[config.mk]
export PLATFORM = sky130hd
export DESIGN_NAME = bvc_regs
export DESIGN_NICKNAME = d
export VERILOG_FILES = /design/src/hdl/bvc_pkg.sv /design/src/hdl/bvc_edge.sv /design/src/hdl/bvc_slew.sv /design/src/hdl/bvc_regs.sv
export SDC_FILE = /design/constraint.sdc
export NUM_CORES = 1
export LEC_CHECK = 0
export BUFFER_PORTS_ARGS = -buffer_cell sky130_fd_sc_hd__buf_2
export CAP_MARGIN = 10
export CORE_ASPECT_RATIO = 1.5
export CORE_MARGIN = 2
export CORE_UTILIZATION = 25
export CTS_BUF_LIST = sky130_fd_sc_hd__clkbuf_4 sky130_fd_sc_hd__clkbuf_8 sky130_fd_sc_hd__clkbuf_16
export DETAILED_ROUTE_END_ITERATION = 8
export GPL_ROUTABILITY_DRIVEN = 0
export GPL_TIMING_DRIVEN = 0
export PLACE_DENSITY = 0.5
export SYNTH_ARGS = -nofsm -noshare
export SYNTH_HDL_FRONTEND = slang
export SYNTH_HIERARCHICAL = 1
export SYNTH_SLANG_ARGS = --single-unit
export TNS_END_PERCENT = 1
[constraint.sdc]
create_clock -name mclk -period 3.5 [get_ports mclk]
set_clock_uncertainty 0.05 [all_clocks]
set_input_delay 0.35 -clock mclk [delete_from_list [all_inputs] [get_ports mclk]]
set_output_delay 0.35 -clock mclk [all_outputs]
set_load 0.005 [all_outputs]
[src/hdl/bvc_pkg.sv]
// constants, register map and types for the buck voltage-code command register bank
// assumes a single 20 MHz clock domain; i2c pins are taken as synchronous inputs
package bvc_pkg;
    // target address on the two-wire bus (arbitrary neutral default)
    localparam logic [6:0] BVC_TARGET_ADDR = 7'h2A;
    // register offsets
    localparam logic [7:0] BVC_OFS_CH2_VSEL = 8'h01;
    localparam logic [7:0] BVC_OFS_CH3_VSEL = 8'h02;
    localparam logic [7:0] BVC_OFS_CH1_CMD = 8'h03;
    localparam logic [7:0] BVC_OFS_CH2_CMD = 8'h04;
    // reset value of every register
    localparam logic [7:0] BVC_REG_RESET = 8'h00;
    // field positions
    localparam int BVC_APPLY_BIT = 7;
    localparam int BVC_SLEW_MSB = 6;
    localparam int BVC_SLEW_LSB = 4;
    localparam int BVC_LIGHT_LOAD_BIT = 1;
    localparam int BVC_OFF_BIT = 0;
    // voltage code mapping in millivolts
    localparam int BVC_VMIN_MV = 680;
    localparam int BVC_VMAX_MV = 1950;
    localparam int BVC_VSTEP_MV = 10;
    localparam logic [6:0] BVC_CODE_MIN = 7'h00;
    localparam logic [6:0] BVC_CODE_MAX = 7'h7F;
    // clock
    localparam int BVC_CLK_NS = 50;
    // bus engine states
    typedef enum logic [2:0] {
        BVC_IDLE = 3'b000,
        BVC_ADDR = 3'b001,
        BVC_REGA = 3'b010,
        BVC_WDAT = 3'b011,
        BVC_RDAT = 3'b100,
        BVC_ACK = 3'b101,
        BVC_RACK = 3'b110,
        BVC_SKIP = 3'b111
    } bvc_state_t;
endpackage : bvc_pkg

[src/hdl/bvc_edge.sv]
// edge detector for a bus line already in the clock domain
// assumes the line is synchronous to mclk
`timescale 1ns/1ps
module bvc_edge (
    // clock and reset
    input wire logic mclk,
    input wire logic nrst,
    // line
    input wire logic line_in,
    output logic rise,
    output logic fall,
    output logic level
);
    logic prev_r;
    // idle bus level is high, so reset to 1 to avoid a false edge
    always_ff @(posedge mclk or negedge nrst) begin
        if (!nrst) begin
            prev_r <= 1'b1;
        end else begin
            prev_r <= line_in;
        end
    end
    assign rise = line_in & ~prev_r;
    assign fall = ~line_in & prev_r;
    assign level = prev_r;
endmodule : bvc_edge

[src/hdl/bvc_slew.sv]
// slew engine: walks a channel's target code one step at a time
// assumes step_tick marks one switching cycle
`timescale 1ns/1ps
module bvc_slew #(
    parameter int CODE_W = 7
) (
    // clock and reset
    input wire logic mclk,
    input wire logic nrst,
    // control
    input wire logic step_tick,
    input wire logic apply,
    input wire logic [2:0] slew_code,
    input wire logic [CODE_W-1:0] target,
    // result
    output logic [CODE_W-1:0] present,
    output logic moving
);
    logic [7:0] cnt_r;
    logic [CODE_W-1:0] cur_r;
    logic [7:0] limit;
    logic step_due;
    // 2**n switching cycles per 10 mV step
    assign limit = 8'(8'h01 << slew_code);
    assign step_due = step_tick && (cnt_r + 8'h01 >= limit);
    always_ff @(posedge mclk or negedge nrst) begin
        if (!nrst) begin
            cnt_r <= 8'h00;
            cur_r <= '0;
        end else if (!apply || cur_r == target) begin
            cnt_r <= 8'h00;
            cur_r <= apply ? cur_r : target;
        end else if (step_due) begin
            cnt_r <= 8'h00;
            cur_r <= (cur_r < target) ? CODE_W'(cur_r + 1'b1) : CODE_W'(cur_r - 1'b1);
        end else if (step_tick) begin
            cnt_r <= 8'(cnt_r + 8'h01);
        end
    end
    assign present = cur_r;
    assign moving = apply && (cur_r != target);
endmodule : bvc_slew

[src/hdl/bvc_regs.sv]
// What this block does
// RQ1: select bit7 apply; resets zero
// RQ2: low seven bits voltage code, reset zero
// RQ3: code spans 0.68 V to 1.95 V
// RQ4: each code step adds 10 mV
// RQ5: code 00 is 0.68, 7F 1.95
// RQ6: command bits 6..4 slew code, default zero
// RQ7: slew n means 2**n cycles per step
// RQ8: command bit1 picks light-load mode
// RQ9: command bit0 high turns channel off
// RQ10: command bits 7,3,2 spare, read/write, zero
// RQ11: decode 02 ch3 sel, 03/04 commands
// RQ12: every bit readable and writable
// RQ13: controller sends start, address, register, data
// RQ14: data committed at lsb falling clock
// RQ15: only 7-bit addressing, no general call
// RQ16: all enable pins low ignores writes
// RQ17: apply low keeps startup voltage
// RQ18: reads return last write or zero
//
// file holds the two-wire target and the register bank for the buck voltage codes
// assumes scl and sda inputs are synchronous to mclk and the bus pull-ups sit outside
`timescale 1ns/1ps
module bvc_regs
    import bvc_pkg::*;
#(
    parameter logic [6:0] TARGET_ADDR = bvc_pkg::BVC_TARGET_ADDR
) (
    // clock and reset
    input wire logic mclk,
    input wire logic nrst,
    // two-wire bus
    input wire logic scl_i,
    input wire logic sda_i,
    output logic sda_o,
    output logic sda_oe,
    // hardware enable pins
    input wire logic [2:0] hw_en,
    // switching cycle tick for the slew engine
    input wire logic sw_tick,
    // channel outputs
    output logic [7:0] ch2_voltage_select,
    output logic [7:0] ch3_voltage_select,
    output logic [7:0] ch1_command,
    output logic [7:0] ch2_command,
    output logic ch2_apply_code,
    output logic ch3_apply_code,
    output logic [6:0] ch2_voltage_code,
    output logic [6:0] ch3_voltage_code,
    output logic [10:0] ch2_target_mv,
    output logic [10:0] ch3_target_mv,
    output logic ch1_light_load_select,
    output logic ch2_light_load_select,
    output logic ch1_off,
    output logic ch2_off
);
    import bvc_pkg::*;

    // code to millivolts; linear, 00 maps to the floor, 7F to the ceiling
    function automatic logic [10:0] code_mv(input logic [6:0] code);
        code_mv = 11'(BVC_VMIN_MV + BVC_VSTEP_MV * int'(code)); // [RQ3] [RQ4] [RQ5]
    endfunction : code_mv

    logic scl_rise, scl_fall, scl_lvl, sda_rise, sda_fall;
    bvc_edge u_scl (.mclk(mclk), .nrst(nrst), .line_in(scl_i), .rise(scl_rise), .fall(scl_fall), .level(scl_lvl));
    bvc_edge u_sda (.mclk(mclk), .nrst(nrst), .line_in(sda_i), .rise(sda_rise), .fall(sda_fall), .level());

    // start and stop conditions: sda moves while scl stays high
    wire start_cond = sda_fall && scl_i && scl_lvl;
    wire stop_cond = sda_rise && scl_i && scl_lvl;

    bvc_state_t st_r, st_nxt;
    logic [7:0] sh_r;
    logic [3:0] bit_r;
    logic [7:0] ptr_r;
    logic rw_r, ptr_set_r, sda_oe_r;
    logic [7:0] ch2_vsel_r, ch3_vsel_r, ch1_cmd_r, ch2_cmd_r;

    // bit_r counts scl rises inside a byte; the scl fall after a start or an
    // acknowledge clock carries no data, so counting rises keeps it out of the tally
    wire last_bit = (bit_r == 4'h8);
    wire [7:0] sh_nxt = {sh_r[6:0], sda_i};
    // at the lsb fall all eight bits already sit in the shifter
    wire [7:0] byte_in = sh_r;
    wire bit_state = (st_r == BVC_ADDR) || (st_r == BVC_REGA) || (st_r == BVC_WDAT) || (st_r == BVC_RDAT);
    // hardware shutdown blocks updates; software off bits do not
    wire hw_shutdown = (hw_en == 3'b000); // [RQ16]
    // only a 7-bit match is answered; general call 00 and 10-bit 11110xx never match
    wire addr_hit = (byte_in[7:1] == TARGET_ADDR) && (TARGET_ADDR != 7'h00)
        && (TARGET_ADDR[6:2] != 5'h1E); // [RQ15]
    wire wr_commit = (st_r == BVC_WDAT) && scl_fall && last_bit && !hw_shutdown; // [RQ14] [RQ16]

    // read mux; unmapped offsets read zero
    logic [7:0] rd_data;
    always_comb begin
        case (ptr_r)
            BVC_OFS_CH2_VSEL: rd_data = ch2_vsel_r; // [RQ18]
            BVC_OFS_CH3_VSEL: rd_data = ch3_vsel_r;
            BVC_OFS_CH1_CMD: rd_data = ch1_cmd_r;
            BVC_OFS_CH2_CMD: rd_data = ch2_cmd_r;
            default: rd_data = 8'h00;
        endcase
    end

    // bus state machine; next state on each falling scl edge
    always_comb begin
        st_nxt = st_r;
        if (scl_fall) begin
            case (st_r)
                BVC_ADDR: st_nxt = last_bit ? (addr_hit ? BVC_ACK : BVC_SKIP) : BVC_ADDR; // [RQ13]
                BVC_REGA: st_nxt = last_bit ? BVC_ACK : BVC_REGA;
                BVC_WDAT: st_nxt = last_bit ? BVC_ACK : BVC_WDAT;
                BVC_ACK: st_nxt = rw_r ? BVC_RDAT : (ptr_set_r ? BVC_WDAT : BVC_REGA);
                BVC_RDAT: st_nxt = last_bit ? BVC_RACK : BVC_RDAT;
                BVC_RACK: st_nxt = BVC_RDAT;
                BVC_IDLE: st_nxt = BVC_IDLE;
                BVC_SKIP: st_nxt = BVC_SKIP;
                default: st_nxt = BVC_IDLE;
            endcase
        end
    end

    // a nack from the controller after a read byte ends the transfer
    wire rd_nack = (st_r == BVC_RACK) && scl_rise && sda_i;

    // sequencing: state, bit counter, shifter
    always_ff @(posedge mclk or negedge nrst) begin
        if (!nrst) begin
            st_r <= BVC_IDLE;
            bit_r <= 4'd0;
            sh_r <= 8'h00;
        end else if (start_cond) begin
            st_r <= BVC_ADDR;
            bit_r <= 4'd0;
        end else if (stop_cond || rd_nack) begin
            st_r <= stop_cond ? BVC_IDLE : BVC_SKIP;
        end else begin
            st_r <= st_nxt;
            if (scl_rise) begin
                sh_r <= sh_nxt;
                bit_r <= bit_state ? 4'(bit_r + 4'h1) : bit_r;
            end
            if (scl_fall && (last_bit || st_r == BVC_ACK || st_r == BVC_RACK)) begin
                bit_r <= 4'h0;
            end
        end
    end

    // direction, register pointer and pointer-valid flag
    always_ff @(posedge mclk or negedge nrst) begin
        if (!nrst) begin
            rw_r <= 1'b0;
            ptr_set_r <= 1'b0;
            ptr_r <= 8'h00;
        end else if (start_cond) begin
            ptr_set_r <= 1'b0; // pointer survives a repeated start
        end else if (scl_fall && last_bit) begin
            if (st_r == BVC_ADDR) begin
                rw_r <= byte_in[0];
            end else if (st_r == BVC_REGA) begin
                ptr_r <= byte_in;
                ptr_set_r <= 1'b1;
            end else if (st_r == BVC_WDAT || st_r == BVC_RDAT) begin
                ptr_r <= 8'(ptr_r + 8'h01); // auto-increment over a burst
            end
        end
    end

    // sda drive: ack low, or read data bits; set on falling scl, released at once on start, stop or read nack
    logic sda_oe_nxt;
    always_comb begin
        sda_oe_nxt = sda_oe_r;
        if (start_cond || stop_cond || rd_nack) begin
            sda_oe_nxt = 1'b0;
        end else if (scl_fall) begin
            case (st_nxt)
                BVC_ACK: sda_oe_nxt = 1'b1; // [RQ13] pull low for the ninth clock
                BVC_RDAT: sda_oe_nxt = ~rd_bit(st_r, bit_r);
                default: sda_oe_nxt = 1'b0;
            endcase
        end
    end

    // bit to put out for the next read slot, msb first
    function automatic logic rd_bit(input bvc_state_t s, input logic [3:0] b);
        logic [2:0] idx;
        idx = (s == BVC_RDAT) ? 3'(3'h7 - b[2:0]) : 3'h7; // b bits already clocked out
        rd_bit = rd_data[idx];
    endfunction : rd_bit

    always_ff @(posedge mclk or negedge nrst) begin
        if (!nrst) begin
            sda_oe_r <= 1'b0;
        end else begin
            sda_oe_r <= sda_oe_nxt;
        end
    end
    assign sda_oe = sda_oe_r;
    assign sda_o = 1'b0; // open drain: only ever pulls low

    // register bank; every bit writable and readable, all reset to zero
    always_ff @(posedge mclk or negedge nrst) begin
        if (!nrst) begin
            ch2_vsel_r <= BVC_REG_RESET; // [RQ1] [RQ2]
            ch3_vsel_r <= BVC_REG_RESET;
            ch1_cmd_r <= BVC_REG_RESET; // [RQ6] [RQ10]
            ch2_cmd_r <= BVC_REG_RESET;
        end else if (wr_commit) begin
            case (ptr_r)
                BVC_OFS_CH2_VSEL: ch2_vsel_r <= byte_in; // [RQ12]
                BVC_OFS_CH3_VSEL: ch3_vsel_r <= byte_in; // [RQ11]
                BVC_OFS_CH1_CMD: ch1_cmd_r <= byte_in;
                BVC_OFS_CH2_CMD: ch2_cmd_r <= byte_in;
                default: ;
            endcase
        end
    end

    // slew engines walk the code toward each target
    logic [6:0] ch2_now, ch3_now;
    bvc_slew #(.CODE_W(7)) u_slew2 (.mclk(mclk), .nrst(nrst), .step_tick(sw_tick),
        .apply(ch2_vsel_r[BVC_APPLY_BIT]), .slew_code(ch2_cmd_r[BVC_SLEW_MSB:BVC_SLEW_LSB]),
        .target(ch2_vsel_r[6:0]), .present(ch2_now), .moving()); // [RQ7]
    // channel three has no command register here, so it takes the fastest slew
    bvc_slew #(.CODE_W(7)) u_slew3 (.mclk(mclk), .nrst(nrst), .step_tick(sw_tick),
        .apply(ch3_vsel_r[BVC_APPLY_BIT]), .slew_code(3'b000),
        .target(ch3_vsel_r[6:0]), .present(ch3_now), .moving());

    // registered channel outputs; apply low zeroes the millivolt target so the analog side keeps its strapped start-up level
    always_ff @(posedge mclk or negedge nrst) begin
        if (!nrst) begin
            ch2_voltage_select <= BVC_REG_RESET;
            ch3_voltage_select <= BVC_REG_RESET;
            ch1_command <= BVC_REG_RESET;
            ch2_command <= BVC_REG_RESET;
            ch2_apply_code <= 1'b0;
            ch3_apply_code <= 1'b0;
            ch2_voltage_code <= BVC_CODE_MIN;
            ch3_voltage_code <= BVC_CODE_MIN;
            ch2_target_mv <= 11'd0;
            ch3_target_mv <= 11'd0;
            ch1_light_load_select <= 1'b0;
            ch2_light_load_select <= 1'b0;
            ch1_off <= 1'b0;
            ch2_off <= 1'b0;
        end else begin
            ch2_voltage_select <= ch2_vsel_r;
            ch3_voltage_select <= ch3_vsel_r;
            ch1_command <= ch1_cmd_r;
            ch2_command <= ch2_cmd_r;
            ch2_apply_code <= ch2_vsel_r[BVC_APPLY_BIT]; // [RQ1] [RQ17]
            ch3_apply_code <= ch3_vsel_r[BVC_APPLY_BIT];
            ch2_voltage_code <= ch2_now; // [RQ2]
            ch3_voltage_code <= ch3_now;
            ch2_target_mv <= ch2_vsel_r[BVC_APPLY_BIT] ? code_mv(ch2_now) : 11'd0; // [RQ17]
            ch3_target_mv <= ch3_vsel_r[BVC_APPLY_BIT] ? code_mv(ch3_now) : 11'd0;
            ch1_light_load_select <= ch1_cmd_r[BVC_LIGHT_LOAD_BIT]; // [RQ8]
            ch2_light_load_select <= ch2_cmd_r[BVC_LIGHT_LOAD_BIT];
            ch1_off <= ch1_cmd_r[BVC_OFF_BIT]; // [RQ9]
            ch2_off <= ch2_cmd_r[BVC_OFF_BIT];
        end
    end
endmodule : bvc_regs

==> flow_metrics.py <==
metrics = {
    "die": {
        "die_y_um": 230,
        "fp-row-count": 82,
        "die_w_um": 155,
        "initial_utilization": 0.254,
        "dieArea_um2": 35700,
        "pin_count": 84,
        "core_um2": 33500,
    },
    "critical_path": {
        "crit_slowest_cell": "dfrtp_2",
        "slowest_delay_ns": 0.43,
        "cp_num_buf_inv": 1,
        "cp_common_cell": "a21oi_1",
        "cp_max_fo": 7,
        "critical_path.endpoint_type": "flip-flop",
        "cp_top_family": "compound AO/OA/AOI/OAI gates",
        "critPathRequiredTime_ns": 3.80,
        "crit_arrival_ns": 3.66,
        "cp_cell_sequence": "inv_1, ha_1, a21oi_1, a21oi_1, or3_4, ha_1, a211oi_2, o21bai_1, a21oi_1, xor2_1, or3_2, a31oi_1",
        "path_class": "reg -> reg",
        "crit_path_start_kind": "flip-flop",
    },
    "sta": {
        "max_freq_mhz": 298,
        "slew_headroom": 0.595,
        "rsz0062_at_grt": "no",
        "whs_ns": 0.0275,
        "period_minus_slack_ns": 3.36,
        "final.setup.tns_ns": 0,
        "finalHoldViolCount": 0,
        "finalMaxSlewViolations": 0,
        "post-route-period-util": 0.960,
        "worst_slew_pin_slew_ns": 0.607,
        "setup_violations": 0,
    },
    "clocking": {
        "cts_max_path_buffers": 2,
        "clk_pin_slew_ns": 0.07,
        "clk_latency_ns": 0.43,
        "cts_tree": "yes",
        "clock_sink_count": 156,
        "cts_made_buffers": 17,
        "cts-root-buf": "clkbuf_16",
        "post-cts-setup-buffers": 0,
        "htreeDepth": 4,
    },
    "cells_and_area": {
        "drive_above_1_share": 0.248,
        "num-fill-cells": 3427,
        "multiInputGateArea_um2": 4480,
        "top_regs": "ch2_target_mv (10), ch3_target_mv (10)",
        "syn_to_final_growth_pct": 20.2,
        "regArea_um2": 3910,
        "nNetsFinal": 969,
        "n_antenna_cell": 0,
    },
    "flow_run": {
        "maxCapViolCount": 0,
    },
    "routing": {
        "first_pass_iters": 6,
        "antenna_left": 0,
        "routed_wl_um": 20600,
        "via_per_inst": 4.68,
        "drcViolationCount": 0,
        "wl_per_cell_um": 15.6,
        "vias": 6177,
        "drt_iter0_markers": 305,
    },
    "placement": {
        "dp_hpwl_um": 14900,
        "port_buffers": 80,
    },
    "yosys": {
        "async_flop_share": 1.00,
        "synth_edf_count": 0,
        "synth_largest_area_cell": "dfrtp_1",
        "syn_avg_cell_area_um2": 11.2,
        "syn_area_um2": 8530,
        "ys_seq_elements": 156,
        "yosys_warnings": 6,
        "yosysSeqAreaShare": 0.458,
        "yosys.cell_types.count": 74,
        "synth_cells": 759,
        "yosys.area.top_type_share": 0.452,
        "synthTopCellsByArea": "dfrtp_1 (45%), ha_1 (10%), mux2_2 (5.5%)",
        "synthFlopType": "dfrtp_1",
    },
    "power": {
        "power.density_nw_per_um2": 425,
        "fin_total_pwr_uw": 4360,
        "p_leak_uw": 0.00519,
        "peakVddDrop_mv": 0.202,
    },
    "global_route": {
        "grt_max_degree": 111,
        "grt_overflow": 0,
        "antenna_found_initial": 0,
        "grt_usage": 0.119,
        "grt_pass1_wl_um": 33400,
        "grt_pass1_vias": 6309,
    },
    "outcome": {
        "status": "finished, final reports clean",
    },
    "worst_hold_path": {
        "hold_path_class": "in -> reg",
    },
}
==> worst register-to-register path: stages, from the launching register on <==
cell and delay, ns:
dfrtp_2 0.43, inv_1 0.09, ha_1 0.33, a21oi_1 0.15, a21oi_1 0.09, or3_4 0.43, ha_1 0.37, a211oi_2 0.29
o21bai_1 0.11, a21oi_1 0.22, xor2_1 0.13, or3_2 0.42, a31oi_1 0.17
==> logic make-up (layout without fill, tap and decap cells) <==
family,Yosys count,count (layout),synth area share
other,1,27,0.000439
XOR/XNOR,37,37,0.0412
AO/OA/AOI/OAI,181,181,0.146
AND/OR/NAND/NOR,197,197,0.132
flip-flops,156,156,0.458
adder cells (fa/ha/maj),74,74,0.112
multiplexers,58,58,0.0802
buffers and inverters,55,170,0.0308
==> cells in the mapped netlist, types with 3 or more instances <==
library cell / instances
a32o_1: 14
nand3_1: 27
mux2_2: 42
ha_1: 70
a21oi_1: 45
nor2b_1: 11
o22ai_1: 9
inv_1: 26
a211oi_1: 13
nor3_1: 6
buf_2: 6
and3_1: 6
nor2_1: 32
xor2_1: 19
o21ai_0: 41
mux2i_1: 5
a21o_1: 9
a222oi_1: 7
and2_1: 15
nand2b_1: 8
nand3b_1: 8
clkbuf_1: 11
o21bai_1: 7
nand2_1: 46
fa_1: 4
or2_2: 3
xnor2_1: 16
buf_4: 9
mux2_4: 10
a31oi_1: 7
nand4_1: 4
o211ai_1: 4
nand2_2: 3
dfrtp_1: 154
==> final cells by class <==
class / instances / area share
inverters: 26 / 0.00951
plain buffers: 29 / 0.0161
well taps: 420 / 0.0512
flip-flops and latches: 156 / 0.381
repair buffers: 83 / 0.0446
clock inverters: 10 / 0.0124
clock buffers: 22 / 0.0482
multi-input cells: 574 / 0.437
==> cells in the final DEF (no fill, tap or decap), drive strengths merged, types with 11 or more instances in the layout <==
cell / netlist / layout
dfrtp: 154 / 154
xnor2: 16 / 16
clkbuf: 11 / 33
mux2: 53 / 53
conb: 1 / 27
nand3: 28 / 28
and2: 15 / 15
nand2: 51 / 51
buf: 18 / 99
xor2: 19 / 19
nor2b: 11 / 11
o21ai: 41 / 41
a211oi: 13 / 13
ha: 70 / 70
inv: 26 / 29
a21oi: 45 / 45
nor2: 32 / 32
a32o: 14 / 14
==> power breakdown <==
group	switching [uW]	internal, uW	leakage [uW]
registers	156	1870	0.00213
logic	224	165	0.00275
clock network	784	1160	0.000300
total	1160	3200	0.00519
==> through the flow <==
step,cells,instance area [um^2],worst slack (ns),utilization
after floorplan,785,8630,0.452,-
after global placement,1285,9560,-0.557,0.285
after detailed placement,1286,9590,-0.00461,0.286
after CTS,1320,10200,0.0233,0.305
after global routing,1320,10300,0.0218,0.306
final,1320,10300,0.141,0.306
==> worst paths after layout <==
path                                       to           from  depth (start not counted)  slack (ns)
min in group asynchronous      ch2_command[3]           nrst                          2        0.35
setup / recovery           u_slew3/present[6]  ch3_vsel_r[2]                         12        0.14
max in group asynchronous    ch3_target_mv[6]           nrst                          3        2.18
hold / removal                    u_sda/level          sda_i                          1        0.03
setup reg to reg           u_slew3/present[6]  ch3_vsel_r[2]                         12        0.14
hold reg to reg                ch1_command[4]   ch1_cmd_r[4]                          0        0.38
==> metal layers <==
metal  wire, um  GRT usage
met5          0          0
met4        313     0.0414
met3        542     0.0230
met2      10700      0.214
met1       9000      0.141
==> timing repair <==
item / CTS / global route
resized for setup: 2 / 8
hold buffers: 2 / 0
endpoints found under the hold margin: 45 / 0
setup endpoints to repair: 2 / 2
pin swaps: 0 / 0
No activity file was read; power rests on OpenSTA's default activity.
